--- config.mk ---
export PLATFORM = sky130hd
export DESIGN_NAME = msp_switch
export DESIGN_NICKNAME = d
export VERILOG_FILES = /design/src/rtl/msp_pkg.sv /design/src/rtl/msp_switch.sv
export SDC_FILE = /design/constraint.sdc
export NUM_CORES = 2
export LEC_CHECK = 0
export BUFFER_PORTS_ARGS = -buffer_cell sky130_fd_sc_hd__buf_4
export CAP_MARGIN = 25
export CORE_AREA = 2 2 325 327
export CTS_CLUSTER_SIZE = 25
export DETAILED_ROUTE_END_ITERATION = 8
export DIE_AREA = 0 0 327 329
export GPL_ROUTABILITY_DRIVEN = 0
export REMOVE_ABC_BUFFERS = 1
export SETUP_SLACK_MARGIN = 0.1
export SLEW_MARGIN = 20
export SYNTH_ARGS = -nofsm -noshare
export SYNTH_HDL_FRONTEND = slang
export SYNTH_SLANG_ARGS = --single-unit
--- constraint.sdc ---
create_clock -name core_clk -period 6.71 [get_ports core_clk]
set_input_delay 1.342 -clock core_clk [delete_from_list [all_inputs] [get_ports core_clk]]
set_output_delay 1.342 -clock core_clk [all_outputs]
set_load 0.005 [all_outputs]
--- src/rtl/msp_pkg.sv ---
// Constants, register map and carrier types of the section protection switch.
package msp_pkg;

  // ****************************************************************
  // Sizes and timing.
  // ****************************************************************
  localparam int NW          = 14;          // Working sections in 1:n.
  localparam int CLK_HZ      = 40_000_000;  // Core clock rate.
  localparam int WTR_UNIT_S  = 1;           // Wait-to-restore unit, seconds.
  localparam int TICK_CYC    = WTR_UNIT_S * CLK_HZ;
  localparam int SW_TIME_MS  = 50;          // Longest switch completion time.
  localparam int FOP_CYC     = SW_TIME_MS * (CLK_HZ / 1000);
  localparam int APS_AGREE   = 3;           // Equal frames before acceptance.

  // ****************************************************************
  // Register offsets and reset values.
  // ****************************************************************
  localparam logic [7:0] OFS_CTRL   = 8'h00;
  localparam logic [7:0] OFS_WTR    = 8'h04;
  localparam logic [7:0] OFS_CMD    = 8'h08;
  localparam logic [7:0] OFS_STATUS = 8'h0C;
  localparam logic [7:0] OFS_COUNT  = 8'h10;
  localparam logic [7:0] OFS_DUR    = 8'h14;
  localparam logic [9:0] WTR_RST    = 10'h12C;  // 300 seconds.
  localparam logic [7:0] CMD_RST    = 8'h00;

  // Field positions inside the 13-bit protection channel.
  localparam int APS_CODE = 9;   // Request code, four bits.
  localparam int APS_CH   = 5;   // Requested section, four bits.
  localparam int APS_BR   = 1;   // Bridged section, four bits.
  localparam int APS_ARCH = 0;   // Architecture bit.

  // ****************************************************************
  // Request codes, higher value wins except exercise over wait-to-restore; command types.
  // ****************************************************************
  localparam logic [3:0] REQ_LO  = 4'hF, REQ_SFP = 4'hE, REQ_FS = 4'hD;
  localparam logic [3:0] REQ_SF  = 4'hC, REQ_SD  = 4'hA, REQ_MS = 4'h8;
  localparam logic [3:0] REQ_WTR = 4'h6, REQ_EX  = 4'h4, REQ_RR = 4'h2;
  localparam logic [3:0] REQ_DNR = 4'h1, REQ_NR  = 4'h0;
  localparam logic [3:0] CMD_CLEAR = 4'h0, CMD_LOCKOUT = 4'h1, CMD_FORCED = 4'h2;
  localparam logic [3:0] CMD_MANUAL = 4'h3, CMD_EXERCISE = 4'h4;

  // ****************************************************************
  // Carrier types.
  // ****************************************************************
  typedef struct packed {
    logic [7:0] data;  // Payload.
    logic       ck;    // Signal's own clock, sampled.
    logic       fs;    // Frame start.
  } msp_sec_s;

  typedef struct packed {
    logic       arch_1n;   // One for 1:n, zero for 1+1.
    logic       bidir;     // Bidirectional switching.
    logic       revert;    // Revertive operation.
    logic       extra_en;  // Extra traffic on protection.
    logic [9:0] wtr_s;     // Wait-to-restore time in seconds.
  } msp_cfg_s;

  typedef enum logic [3:0] {
    ST_IDLE = 4'b0001, ST_SWITCHED = 4'b0010, ST_WTR = 4'b0100, ST_HOLD = 4'b1000
  } msp_state_e;

endpackage : msp_pkg

--- src/rtl/msp_switch.sv ---
// Linear section protection switch with bridge, selector and APS handling.
// Contract
// - 1+1 normal output from working or protection
// - 1:n normal i from working i or protection
// - Select from fail, degrade, command, APS
// - Working outputs always carry their normal inputs
// - 1+1 protection output unsourced or normal input
// - 1:n protection output may carry extra traffic
// - Config changes only apply while idle
// - Unidirectional or bidirectional switching configurable
// - 1+1 revertive or non-revertive configurable
// - Thirteen-bit APS channel exchanged both ways
// - Configurable wait-to-restore before reverting
// - Switch within 50 ms, no hold-off
// - Revertive 1+1 command set accepted
// - Non-revertive 1+1 command set accepted
// - 1:n command set accepted
// - 1:n up to 14 sections, revertive only
// - Idle protection output carries null signal (in 1+1 the code bridges normal input one there instead)
// - On switch extra output all ones, fail
// - Trail source passes signal unchanged
// - APS value accepted after three equal frames
`timescale 1ns/1ps
`default_nettype none
module msp_switch #(
  parameter int TICK_N = msp_pkg::TICK_CYC,  // Cycles per wait-to-restore second.
  parameter int FOP_N  = msp_pkg::FOP_CYC    // Cycles of mismatch before failure.
) (
  input  wire logic                     core_clk,
  input  wire logic                     rst_n,
  input  wire logic                     hsel,
  input  wire logic [31:0]              haddr,
  input  wire logic [1:0]               htrans,
  input  wire logic                     hwrite,
  input  wire logic [2:0]               hsize,
  input  wire logic [31:0]              hwdata,
  input  wire logic                     hready,
  output var  logic                     hreadyout,
  output var  logic                     hresp,
  output var  logic [31:0]              hrdata,
  input  wire msp_pkg::msp_sec_s [13:0] work_in,
  input  wire msp_pkg::msp_sec_s        prot_in,
  input  wire msp_pkg::msp_sec_s [13:0] norm_in,
  input  wire msp_pkg::msp_sec_s        extra_in,
  input  wire msp_pkg::msp_sec_s        pts_in,
  input  wire logic [14:0]              server_fail_in,
  input  wire logic [14:0]              server_degrade_in,
  input  wire logic [12:0]              aps_rx,
  output var  msp_pkg::msp_sec_s [13:0] work_out,
  output var  msp_pkg::msp_sec_s        prot_out,
  output var  msp_pkg::msp_sec_s [13:0] norm_out,
  output var  logic [13:0]              norm_fail,
  output var  msp_pkg::msp_sec_s        extra_out,
  output var  logic                     fail_action,
  output var  msp_pkg::msp_sec_s        pts_out,
  output var  logic [12:0]              aps_tx,
  output var  logic                     protocol_failure,
  output var  logic [15:0]              switch_count,
  output var  logic [15:0]              switch_duration
);
  import msp_pkg::*;

  // ****************************************************************
  // Input synchronisers.
  // ****************************************************************
  // Every stream, its clock and its frame start come from other domains.
  msp_sec_s [13:0] wk_m_q, wk_q, nm_m_q, nm_q;  // Working and normal inputs.
  msp_sec_s        pr_m_q, pr_q, ex_m_q, ex_q;  // Protection and extra inputs.
  msp_sec_s        ts_m_q, ts_q;                // Trail source input.
  logic [14:0]     sf_m_q, sf_q, sd_m_q, sd_q;  // Fail and degrade, index 0 protection.
  logic [12:0]     ap_m_q, ap_q;                // Received channel.

  // Two flops per input; only the second stage feeds any logic.
  always_ff @(posedge core_clk)
  begin
    if (!rst_n)
    begin
      {wk_m_q, wk_q, nm_m_q, nm_q} <= '0;
      {pr_m_q, pr_q, ex_m_q, ex_q, ts_m_q, ts_q} <= '0;
      {sf_m_q, sf_q, sd_m_q, sd_q, ap_m_q, ap_q} <= '0;
    end
    else
    begin
      {wk_m_q, nm_m_q, pr_m_q, ex_m_q} <= {work_in, norm_in, prot_in, extra_in};
      {wk_q, nm_q, pr_q, ex_q} <= {wk_m_q, nm_m_q, pr_m_q, ex_m_q};
      {ts_m_q, sf_m_q, sd_m_q, ap_m_q} <= {pts_in, server_fail_in, server_degrade_in, aps_rx};
      {ts_q, sf_q, sd_q, ap_q} <= {ts_m_q, sf_m_q, sd_m_q, ap_m_q};
    end
  end

  // ****************************************************************
  // Register bus slave.
  // ****************************************************************
  msp_cfg_s    cfg_q, act_q;   // Written and applied configuration.
  logic [7:0]  cmd_q;          // External command: type high, section low.
  logic        dp_wr_q;        // Write data phase pending.
  logic [7:0]  dp_a_q;         // Address of pending write.
  msp_state_e  st_q, st_d;     // Protection state.
  logic [3:0]  sel_q, sel_d;   // Section selected from protection, zero none.
  logic [3:0]  code_d, ch_d;   // Winning request and its section.
  logic [12:0] acc_q;          // Accepted received channel.
  logic        fop_q;          // Protocol failure.
  logic        wtr_on;         // Wait-to-restore running.

  // Read decode, used by the read path below.
  function automatic logic [31:0] rd_word(input logic [7:0] a);
    case (a)
      OFS_CTRL:   rd_word = {28'h000_0000, cfg_q.extra_en, cfg_q.revert, cfg_q.bidir,
                             cfg_q.arch_1n};
      OFS_WTR:    rd_word = {22'h00_0000, cfg_q.wtr_s};
      OFS_CMD:    rd_word = {24'h00_0000, cmd_q};
      OFS_STATUS: rd_word = {3'h0, acc_q, 3'h0, fop_q, wtr_on, 3'h0, sel_q, code_d};
      OFS_COUNT:  rd_word = {16'h0000, switch_count};
      OFS_DUR:    rd_word = {16'h0000, switch_duration};
      default:    rd_word = 32'h0000_0000;  // Unmapped reads return zero.
    endcase
  endfunction : rd_word

  // Address phase is latched; read data is ready with the data phase, no waits.
  always_ff @(posedge core_clk)
  begin
    if (!rst_n)
    begin
      {dp_wr_q, dp_a_q, hrdata, hreadyout, hresp} <= '0;
    end
    else
    begin
      hreadyout <= 1'b1;
      hresp     <= 1'b0;
      dp_wr_q   <= hsel && htrans[1] && hready && hwrite;
      dp_a_q    <= haddr[7:0];
      if (hsel && htrans[1] && hready && !hwrite)
      begin
        hrdata <= rd_word(haddr[7:0]);
      end
    end
  end

  // Software writes; the applied copy only follows while nothing is switched.
  always_ff @(posedge core_clk)
  begin
    if (!rst_n)
    begin
      cfg_q <= '{1'b0, 1'b0, 1'b0, 1'b0, WTR_RST};
      act_q <= '{1'b0, 1'b0, 1'b0, 1'b0, WTR_RST};
      cmd_q <= CMD_RST;
    end
    else
    begin
      if (dp_wr_q && dp_a_q == OFS_CTRL)
      begin
        // A 1:n group always reverts, so revert is forced on there.
        cfg_q.arch_1n  <= hwdata[0];
        cfg_q.bidir    <= hwdata[1];
        cfg_q.revert   <= hwdata[2] | hwdata[0];
        cfg_q.extra_en <= hwdata[3];
      end
      if (dp_wr_q && dp_a_q == OFS_WTR)
      begin
        cfg_q.wtr_s <= hwdata[9:0];
      end
      if (dp_wr_q && dp_a_q == OFS_CMD)
      begin
        cmd_q <= hwdata[7:0];
      end
      // Changes land only when no switch is active or required.
      if (st_q == ST_IDLE && sel_d == 4'h0)
      begin
        act_q <= cfg_q;
      end
    end
  end

  // ****************************************************************
  // Received channel: three equal frames before acceptance.
  // ****************************************************************
  logic        fs_d1_q;   // Protection frame start, previous sample.
  logic [12:0] cand_q;    // Value under test.
  logic [1:0]  agree_q;   // Frames it has matched.
  wire         pfs = pr_q.fs && !fs_d1_q;

  // A mismatching frame restarts the count with the new candidate.
  always_ff @(posedge core_clk)
  begin
    if (!rst_n)
    begin
      {fs_d1_q, cand_q, agree_q, acc_q} <= '0;
    end
    else
    begin
      fs_d1_q <= pr_q.fs;
      if (pfs)
      begin
        if (ap_q != cand_q)
        begin
          cand_q  <= ap_q;
          agree_q <= 2'd1;
        end
        else if (agree_q != 2'(APS_AGREE))
        begin
          agree_q <= agree_q + 2'd1;
        end
        if (ap_q == cand_q && agree_q == 2'(APS_AGREE - 1))
        begin
          acc_q <= cand_q;
        end
      end
    end
  end

  // ****************************************************************
  // Request priority and the selector state machine.
  // ****************************************************************
  logic [3:0] cmd_ch;     // Command section, fixed at one for 1+1.
  logic       cmd_ok;     // Command section is in range.
  logic [3:0] rem_code, rem_ch, loc_code, loc_ch, tx_code;
  logic       sfsd_q;     // Last switch was caused by fail or degrade.
  logic [9:0] wtr_q;      // Seconds left of wait-to-restore.
  logic [25:0] tick_q;    // Second prescaler.
  wire        tick = tick_q == 26'(TICK_N - 1);

  assign wtr_on = st_q == ST_WTR;

  // Highest local request wins, except that exercise displaces wait-to-restore; a stronger far-end request wins in bidir.
  always_comb
  begin
    cmd_ch   = act_q.arch_1n ? cmd_q[3:0] : 4'h1;
    cmd_ok   = cmd_ch != 4'h0 && cmd_ch <= 4'(NW);
    loc_code = REQ_NR;
    loc_ch   = 4'h0;
    if (st_q == ST_WTR) begin loc_code = REQ_WTR; loc_ch = sel_q; end
    if (st_q == ST_HOLD) begin loc_code = REQ_DNR; loc_ch = sel_q; end
    if (cmd_q[7:4] == CMD_EXERCISE && cmd_ok) begin loc_code = REQ_EX; loc_ch = cmd_ch; end
    if (cmd_q[7:4] == CMD_MANUAL && cmd_ok) begin loc_code = REQ_MS; loc_ch = cmd_ch; end
    for (int i = NW; i >= 1; i--)
    begin
      if (sd_q[i] && i <= (act_q.arch_1n ? NW : 1))
      begin
        loc_code = REQ_SD;
        loc_ch   = 4'(i);
      end
    end
    for (int i = NW; i >= 1; i--)
    begin
      if (sf_q[i] && i <= (act_q.arch_1n ? NW : 1))
      begin
        loc_code = REQ_SF;
        loc_ch   = 4'(i);
      end
    end
    if (cmd_q[7:4] == CMD_FORCED && cmd_ok) begin loc_code = REQ_FS; loc_ch = cmd_ch; end
    if (sf_q[0]) begin loc_code = REQ_SFP; loc_ch = 4'h0; end
    if (cmd_q[7:4] == CMD_LOCKOUT) begin loc_code = REQ_LO; loc_ch = 4'h0; end
    rem_code = acc_q[APS_CODE +: 4];
    rem_ch   = acc_q[APS_CH +: 4];
    code_d   = loc_code;
    ch_d     = loc_ch;
    tx_code  = loc_code;
    if (act_q.bidir && rem_code > loc_code && rem_code != REQ_RR)
    begin
      code_d  = rem_code;
      ch_d    = rem_ch;
      tx_code = REQ_RR;
    end
  end

  // Next state: no hold-off, the switch follows the request at once.
  always_comb
  begin
    st_d  = st_q;
    sel_d = sel_q;
    case (st_q)
      ST_IDLE:
      begin
        if (code_d >= REQ_MS && ch_d != 4'h0) begin st_d = ST_SWITCHED; sel_d = ch_d; end
      end
      ST_SWITCHED, ST_WTR, ST_HOLD:
      begin
        if (code_d >= REQ_MS && ch_d != 4'h0)
        begin
          st_d  = ST_SWITCHED;
          sel_d = ch_d;
        end
        else if (code_d >= REQ_MS || (st_q == ST_WTR && wtr_q == 10'h000))
        begin
          st_d  = ST_IDLE;
          sel_d = 4'h0;
        end
        else if (st_q == ST_SWITCHED)
        begin
          // Non-revertive holds; otherwise only fail or degrade recovery waits and a cleared command reverts at once.
          if (!act_q.revert) st_d = ST_HOLD;
          else if (sfsd_q) st_d = ST_WTR;
          else begin st_d = ST_IDLE; sel_d = 4'h0; end
        end
      end
      default:
      begin
        st_d  = ST_IDLE;
        sel_d = 4'h0;
      end
    endcase
  end

  // State, wait-to-restore countdown and the second prescaler.
  always_ff @(posedge core_clk)
  begin
    if (!rst_n)
    begin
      st_q   <= ST_IDLE;
      {sel_q, sfsd_q, wtr_q, tick_q} <= '0;
    end
    else
    begin
      st_q   <= st_d;
      sel_q  <= sel_d;
      tick_q <= tick ? 26'h000_0000 : tick_q + 26'h000_0001;
      if (st_d == ST_SWITCHED && code_d >= REQ_MS)
      begin
        sfsd_q <= code_d == REQ_SF || code_d == REQ_SD;
      end
      if (st_q != ST_WTR)
      begin
        wtr_q <= act_q.wtr_s;
      end
      else if (tick && wtr_q != 10'h000)
      begin
        wtr_q <= wtr_q - 10'h001;
      end
    end
  end

  // ****************************************************************
  // Bridge, selector and trail source data paths.
  // ****************************************************************
  logic [3:0] br_ch;  // Normal input bridged onto protection.

  // A 1+1 group bridges section one permanently; 1:n bridges the request.
  always_comb
  begin
    br_ch = act_q.arch_1n ? ((code_d >= REQ_MS) ? ch_d : sel_q) : 4'h1;
  end

  // All stream outputs are registered from synchronised inputs; unbridged protection without extra traffic and switched extra get all-ones data.
  always_ff @(posedge core_clk)
  begin
    if (!rst_n)
    begin
      {work_out, norm_out, norm_fail, prot_out} <= '0;
      {extra_out, fail_action, pts_out, aps_tx} <= '0;
    end
    else
    begin
      work_out <= nm_q;
      for (int i = 0; i < NW; i++)
      begin
        norm_out[i]  <= (sel_q == 4'(i + 1)) ? pr_q : wk_q[i];
        norm_fail[i] <= (sel_q == 4'(i + 1)) ? sf_q[0] : sf_q[i + 1];
      end
      if (br_ch != 4'h0 && br_ch <= 4'(NW))
        prot_out <= nm_q[br_ch - 4'h1];
      else if (act_q.arch_1n && act_q.extra_en)
        prot_out <= ex_q;
      else
        prot_out <= '{8'hFF, nm_q[0].ck, nm_q[0].fs};
      if (sel_q != 4'h0)
      begin
        extra_out   <= '{8'hFF, pr_q.ck, pr_q.fs};
        fail_action <= 1'b1;
      end
      else
      begin
        extra_out   <= pr_q;
        fail_action <= sf_q[0];
      end
      pts_out <= ts_q;
      aps_tx  <= {tx_code, ch_d, br_ch, act_q.arch_1n};
    end
  end

  // ****************************************************************
  // Management: protocol failure, switch count and duration.
  // ****************************************************************
  logic [21:0] fop_cnt_q;  // Cycles of bridge or architecture mismatch.
  wire mism = act_q.bidir && (acc_q[APS_BR +: 4] != ch_d || acc_q[APS_ARCH] != act_q.arch_1n);

  // Mismatch must persist past the switch time before it is declared.
  always_ff @(posedge core_clk)
  begin
    if (!rst_n)
    begin
      {fop_cnt_q, fop_q, switch_count, switch_duration} <= '0;
    end
    else
    begin
      fop_cnt_q <= !mism ? 22'h00_0000 :
                   (fop_cnt_q == 22'(FOP_N) ? fop_cnt_q : fop_cnt_q + 22'h00_0001);
      fop_q     <= mism && fop_cnt_q == 22'(FOP_N);
      if (sel_q == 4'h0 && sel_d != 4'h0)
      begin
        switch_count    <= switch_count + 16'h0001;
        switch_duration <= 16'h0000;
      end
      else if (sel_q != 4'h0 && tick && switch_duration != 16'hFFFF)
      begin
        switch_duration <= switch_duration + 16'h0001;
      end
    end
  end
  assign protocol_failure = fop_q;
endmodule : msp_switch
`default_nettype wire

==> impl_results.md <==
* Status: complete, no violations
* Max VDD drop at 222 µV
* Ys flop type: dfxtp_1
* HP Class: flop to flop
* Clock Path Buffers at 3
* Gates resized, CTS repair at 0
* Worst skew pair latency at 0.74 ns
* Sequential-to-total area share from yosys stat at 61.3%
* Area delta synth->final at 28.7%
* Residual DRC at 0
* Clock net sink count at 1,245
* Post-Syn Instances at 3,925
* Detail Placement HPWL at 88.7 mm
* Ports at 832
* Gate power share at 4.6%
* Fin crit share at 89.7%
* Final ANT Viol Nets at 0
* Hold Violations, Final at 0
* NetSw at 0.00348 W
* Total GRT Usage at 22.1%
* Yosys cell types at 91
* DRT Pass-1 Iters at 7
* Initial core utilization at 39.0%
* Vias in the first global route at 27,800
* CP peak stage delay at 0.65 ns
* Crit path max fanout at 26
* RSZ-0062 raised after global routing: false
* Ys Warns at 0
* Critical Path Most Common Cell: buf_4
* IO Port Bufs at 776
* Final WL at 123 mm
* EDFF count, synth at 0
* Die footprint at 0.108 mm²
* Final Critical Period at 6.02 ns
* Clk slew on worst S/H paths at 0.06 ns
* Initial DRC count at 1,659
* Layout Nets at 5,094
* Die width at 327 µm
* Final Util at 50.1%
* Core Area at 0.104 mm²
* Critical path type: flop to flop
* CP delay by family, top: compound AO/OA/AOI/OAI gates
* Total CTS buffers at 133
* Hold_ws at 0.420 ns
* Worst Setup End Kind: flop
* # hold bufs at CTS at 0
* Mapped Area at 0.0407 mm²
* CP Data Required Time at 7.34 ns
* Setup crit start kind: flop
* Slew Viols, Final at 0
* RR Startpoint: sd_q[7]
* CTS Root Cell: clkbuf_16
* Antenna violations before repair at 26
* Post-CTS Setup Inserts at 0
* Flop-to-flop setup slack at 0.69 ns
* Placed cell areas at 0.0478 mm²
* CP Buf/Inv Count at 4
* Slew @ Worst Pin at 1.10 ns
* Max Fclk at 166 MHz
* Skew final at 0.0183 ns
* Leak Pwr at 22.2 nW
* Pint at 0.0125 W
* Placed cell count at 5,907
* Post-route cell area at 0.0523 mm²
* Cell row count at 119
* FF+latch count, synth at 1,245
* H-Tree Depth at 4
* Crit path cell chain: o41ai_1 -> nand2_1 -> nor4_4 -> a32oi_1 -> o21bai_1 -> ha_1 -> nand4_1 -> nand3_1 -> a211oi_1 -> a31oi_1 -> buf_4 -> o21ai_0 -> and2_1 -> inv_1 -> ha_2 -> nor2b_1 -> a311o_1 -> a311oi_4 -> buf_4 -> buf_4 -> mux2i_1 -> nand3_1 -> o2111a_1
* Pwr Density at 304 mW/mm²
* Via count at 29,100
* Die H at 329 µm
* TritonCTS clock tree: built
* Fillers at 9,592
* Max cap viols at 0
* Crit. Startpoint: sd_q[7]
* Avg Cell Area, Syn at 10.4 µm²
* Post-Layout Cell Count at 6,156
* Sw frac at 21.8%
* Asr flop ratio synth at 0%
* GR Overflow Total at 0
* # setup viols final at 0
* Hold Crit Start: wk_m_q[46]
* Pwr Total at 0.0159 W
* Clk pwr share at 46.8%
* Seq pwr share at 48.7%
* Layout cells sized above 1 at 23.2%
* Largest net degree at the start of global routing at 307
* Worst Path Arrival at 6.65 ns
* First-pass GRT wire length at 178 mm
* Vias per cell at 4.73
* Slew headroom at 26.3%
* Drt wl/cell at 20.0 µm
* Crit-path slowest cell: o41ai_1
## stage by stage
stage / setup TNS (ns) / setup WS [ns]
floorplan: -26.67 / -2.67
global placement: 0 / 0.845
detailed placement: 0 / 0.759
CTS: 0 / 0.691
global route: 0 / 0.275
finish: 0 / 0.689
## metal layers
| metal | share of wire (%) | routed length [µm] | GRT usage, % |
|---|---|---|---|
| met5 | 0.13 | 162 | 0 |
| met4 | 2.8 | 3390 | 7.48 |
| met1 | 40 | 48800 | 25.6 |
| met3 | 8.7 | 10700 | 8.16 |
| met2 | 49 | 60100 | 37.7 |
## synthesized netlist by cell type (18+ instances only)
master,number,area share [%]
mux2i_1,80,2.0
o21ai_0,28,0.34
inv_1,34,0.31
nor2_1,267,2.5
nor3_1,36,0.44
xnor2_1,52,1.1
mux2_2,18,0.50
dfxtp_1,1245,61
xor2_1,39,0.84
a22oi_1,34,0.63
clkbuf_1,206,1.9
a21oi_1,203,2.5
nand3_1,72,0.89
and2_1,875,13
nand2_1,421,3.9
## cell usage in the layout, fill, tap and decap left out, types with 14 or more instances in the layout
cell,count
nor2b_1,14
nor2_1,267
xnor2_1,52
nand2b_1,15
and2_1,875
clkbuf_1,26
buf_4,818
inv_1,33
a21oi_1,203
clkbuf_8,30
nor3_1,33
a22oi_1,34
clkinv_2,16
nand3_1,72
nand4_1,15
dfxtp_1,1244
or3_1,17
o21ai_0,28
nand2_1,421
mux4_1,14
clkbuf_16,136
mux4_2,16
mux2_2,18
mux2i_1,80
xor2_1,39
## registers in the layout, indices dropped and copies added (netlist names), 22 cells and up
name / count
hrdata: 29
nm_m_q: 140
wk_m_q: 140
fop_cnt_q: 22
work_out: 140
nm_q: 140
wk_q: 140
norm_out: 140
tick_q: 26
## area by class of cell
type | count | area (µm²) | area share, %
Sequential cell | 1245 | 24900 | 47.6
Multi-Input combinational cell | 2413 | 14700 | 28.1
Timing Repair Buffer | 825 | 6260 | 12.0
Clock buffer | 192 | 3910 | 7.48
Tap cell | 1391 | 1740 | 3.33
Clock inverter | 45 | 608 | 1.16
Inverter | 35 | 139 | 0.265
Antenna cell | 10 | 25.0 | 0.0478
## path summary, 6_finish.rpt
path	to	depth (start not counted)
worst max-delay path	prot_out[7]	23
worst min-delay path	wk_q[46]	1
worst max register to register	prot_out[7]	23
worst min register to register	wk_q[46]	1
## power by group through the flow
stage	Sequential (W)	Combinational [W]	Clock, W
after global routing	0.00777	0.000796	0.00794
after CTS	0.00776	0.000734	0.00763
final	0.00776	0.000725	0.00745
after global placement	0.00792	0.000718	0
after floorplan	0.00789	0.000281	0
after detailed placement	0.00792	0.000731	0
## cells by family after synthesis
| family | Yosys count | share of synthesized area, % |
|---|---|---|
| simple gates | 1795 | 23.3 |
| flops | 1245 | 61.3 |
| compound gates | 380 | 6.07 |
| buf+inv | 270 | 2.69 |
| mux | 129 | 4.29 |
| xor+xnor | 91 | 1.96 |
| fa+ha+maj | 14 | 0.431 |
| other cells | 1 | 0.00922 |
Power figures use the tool's default switching activity.
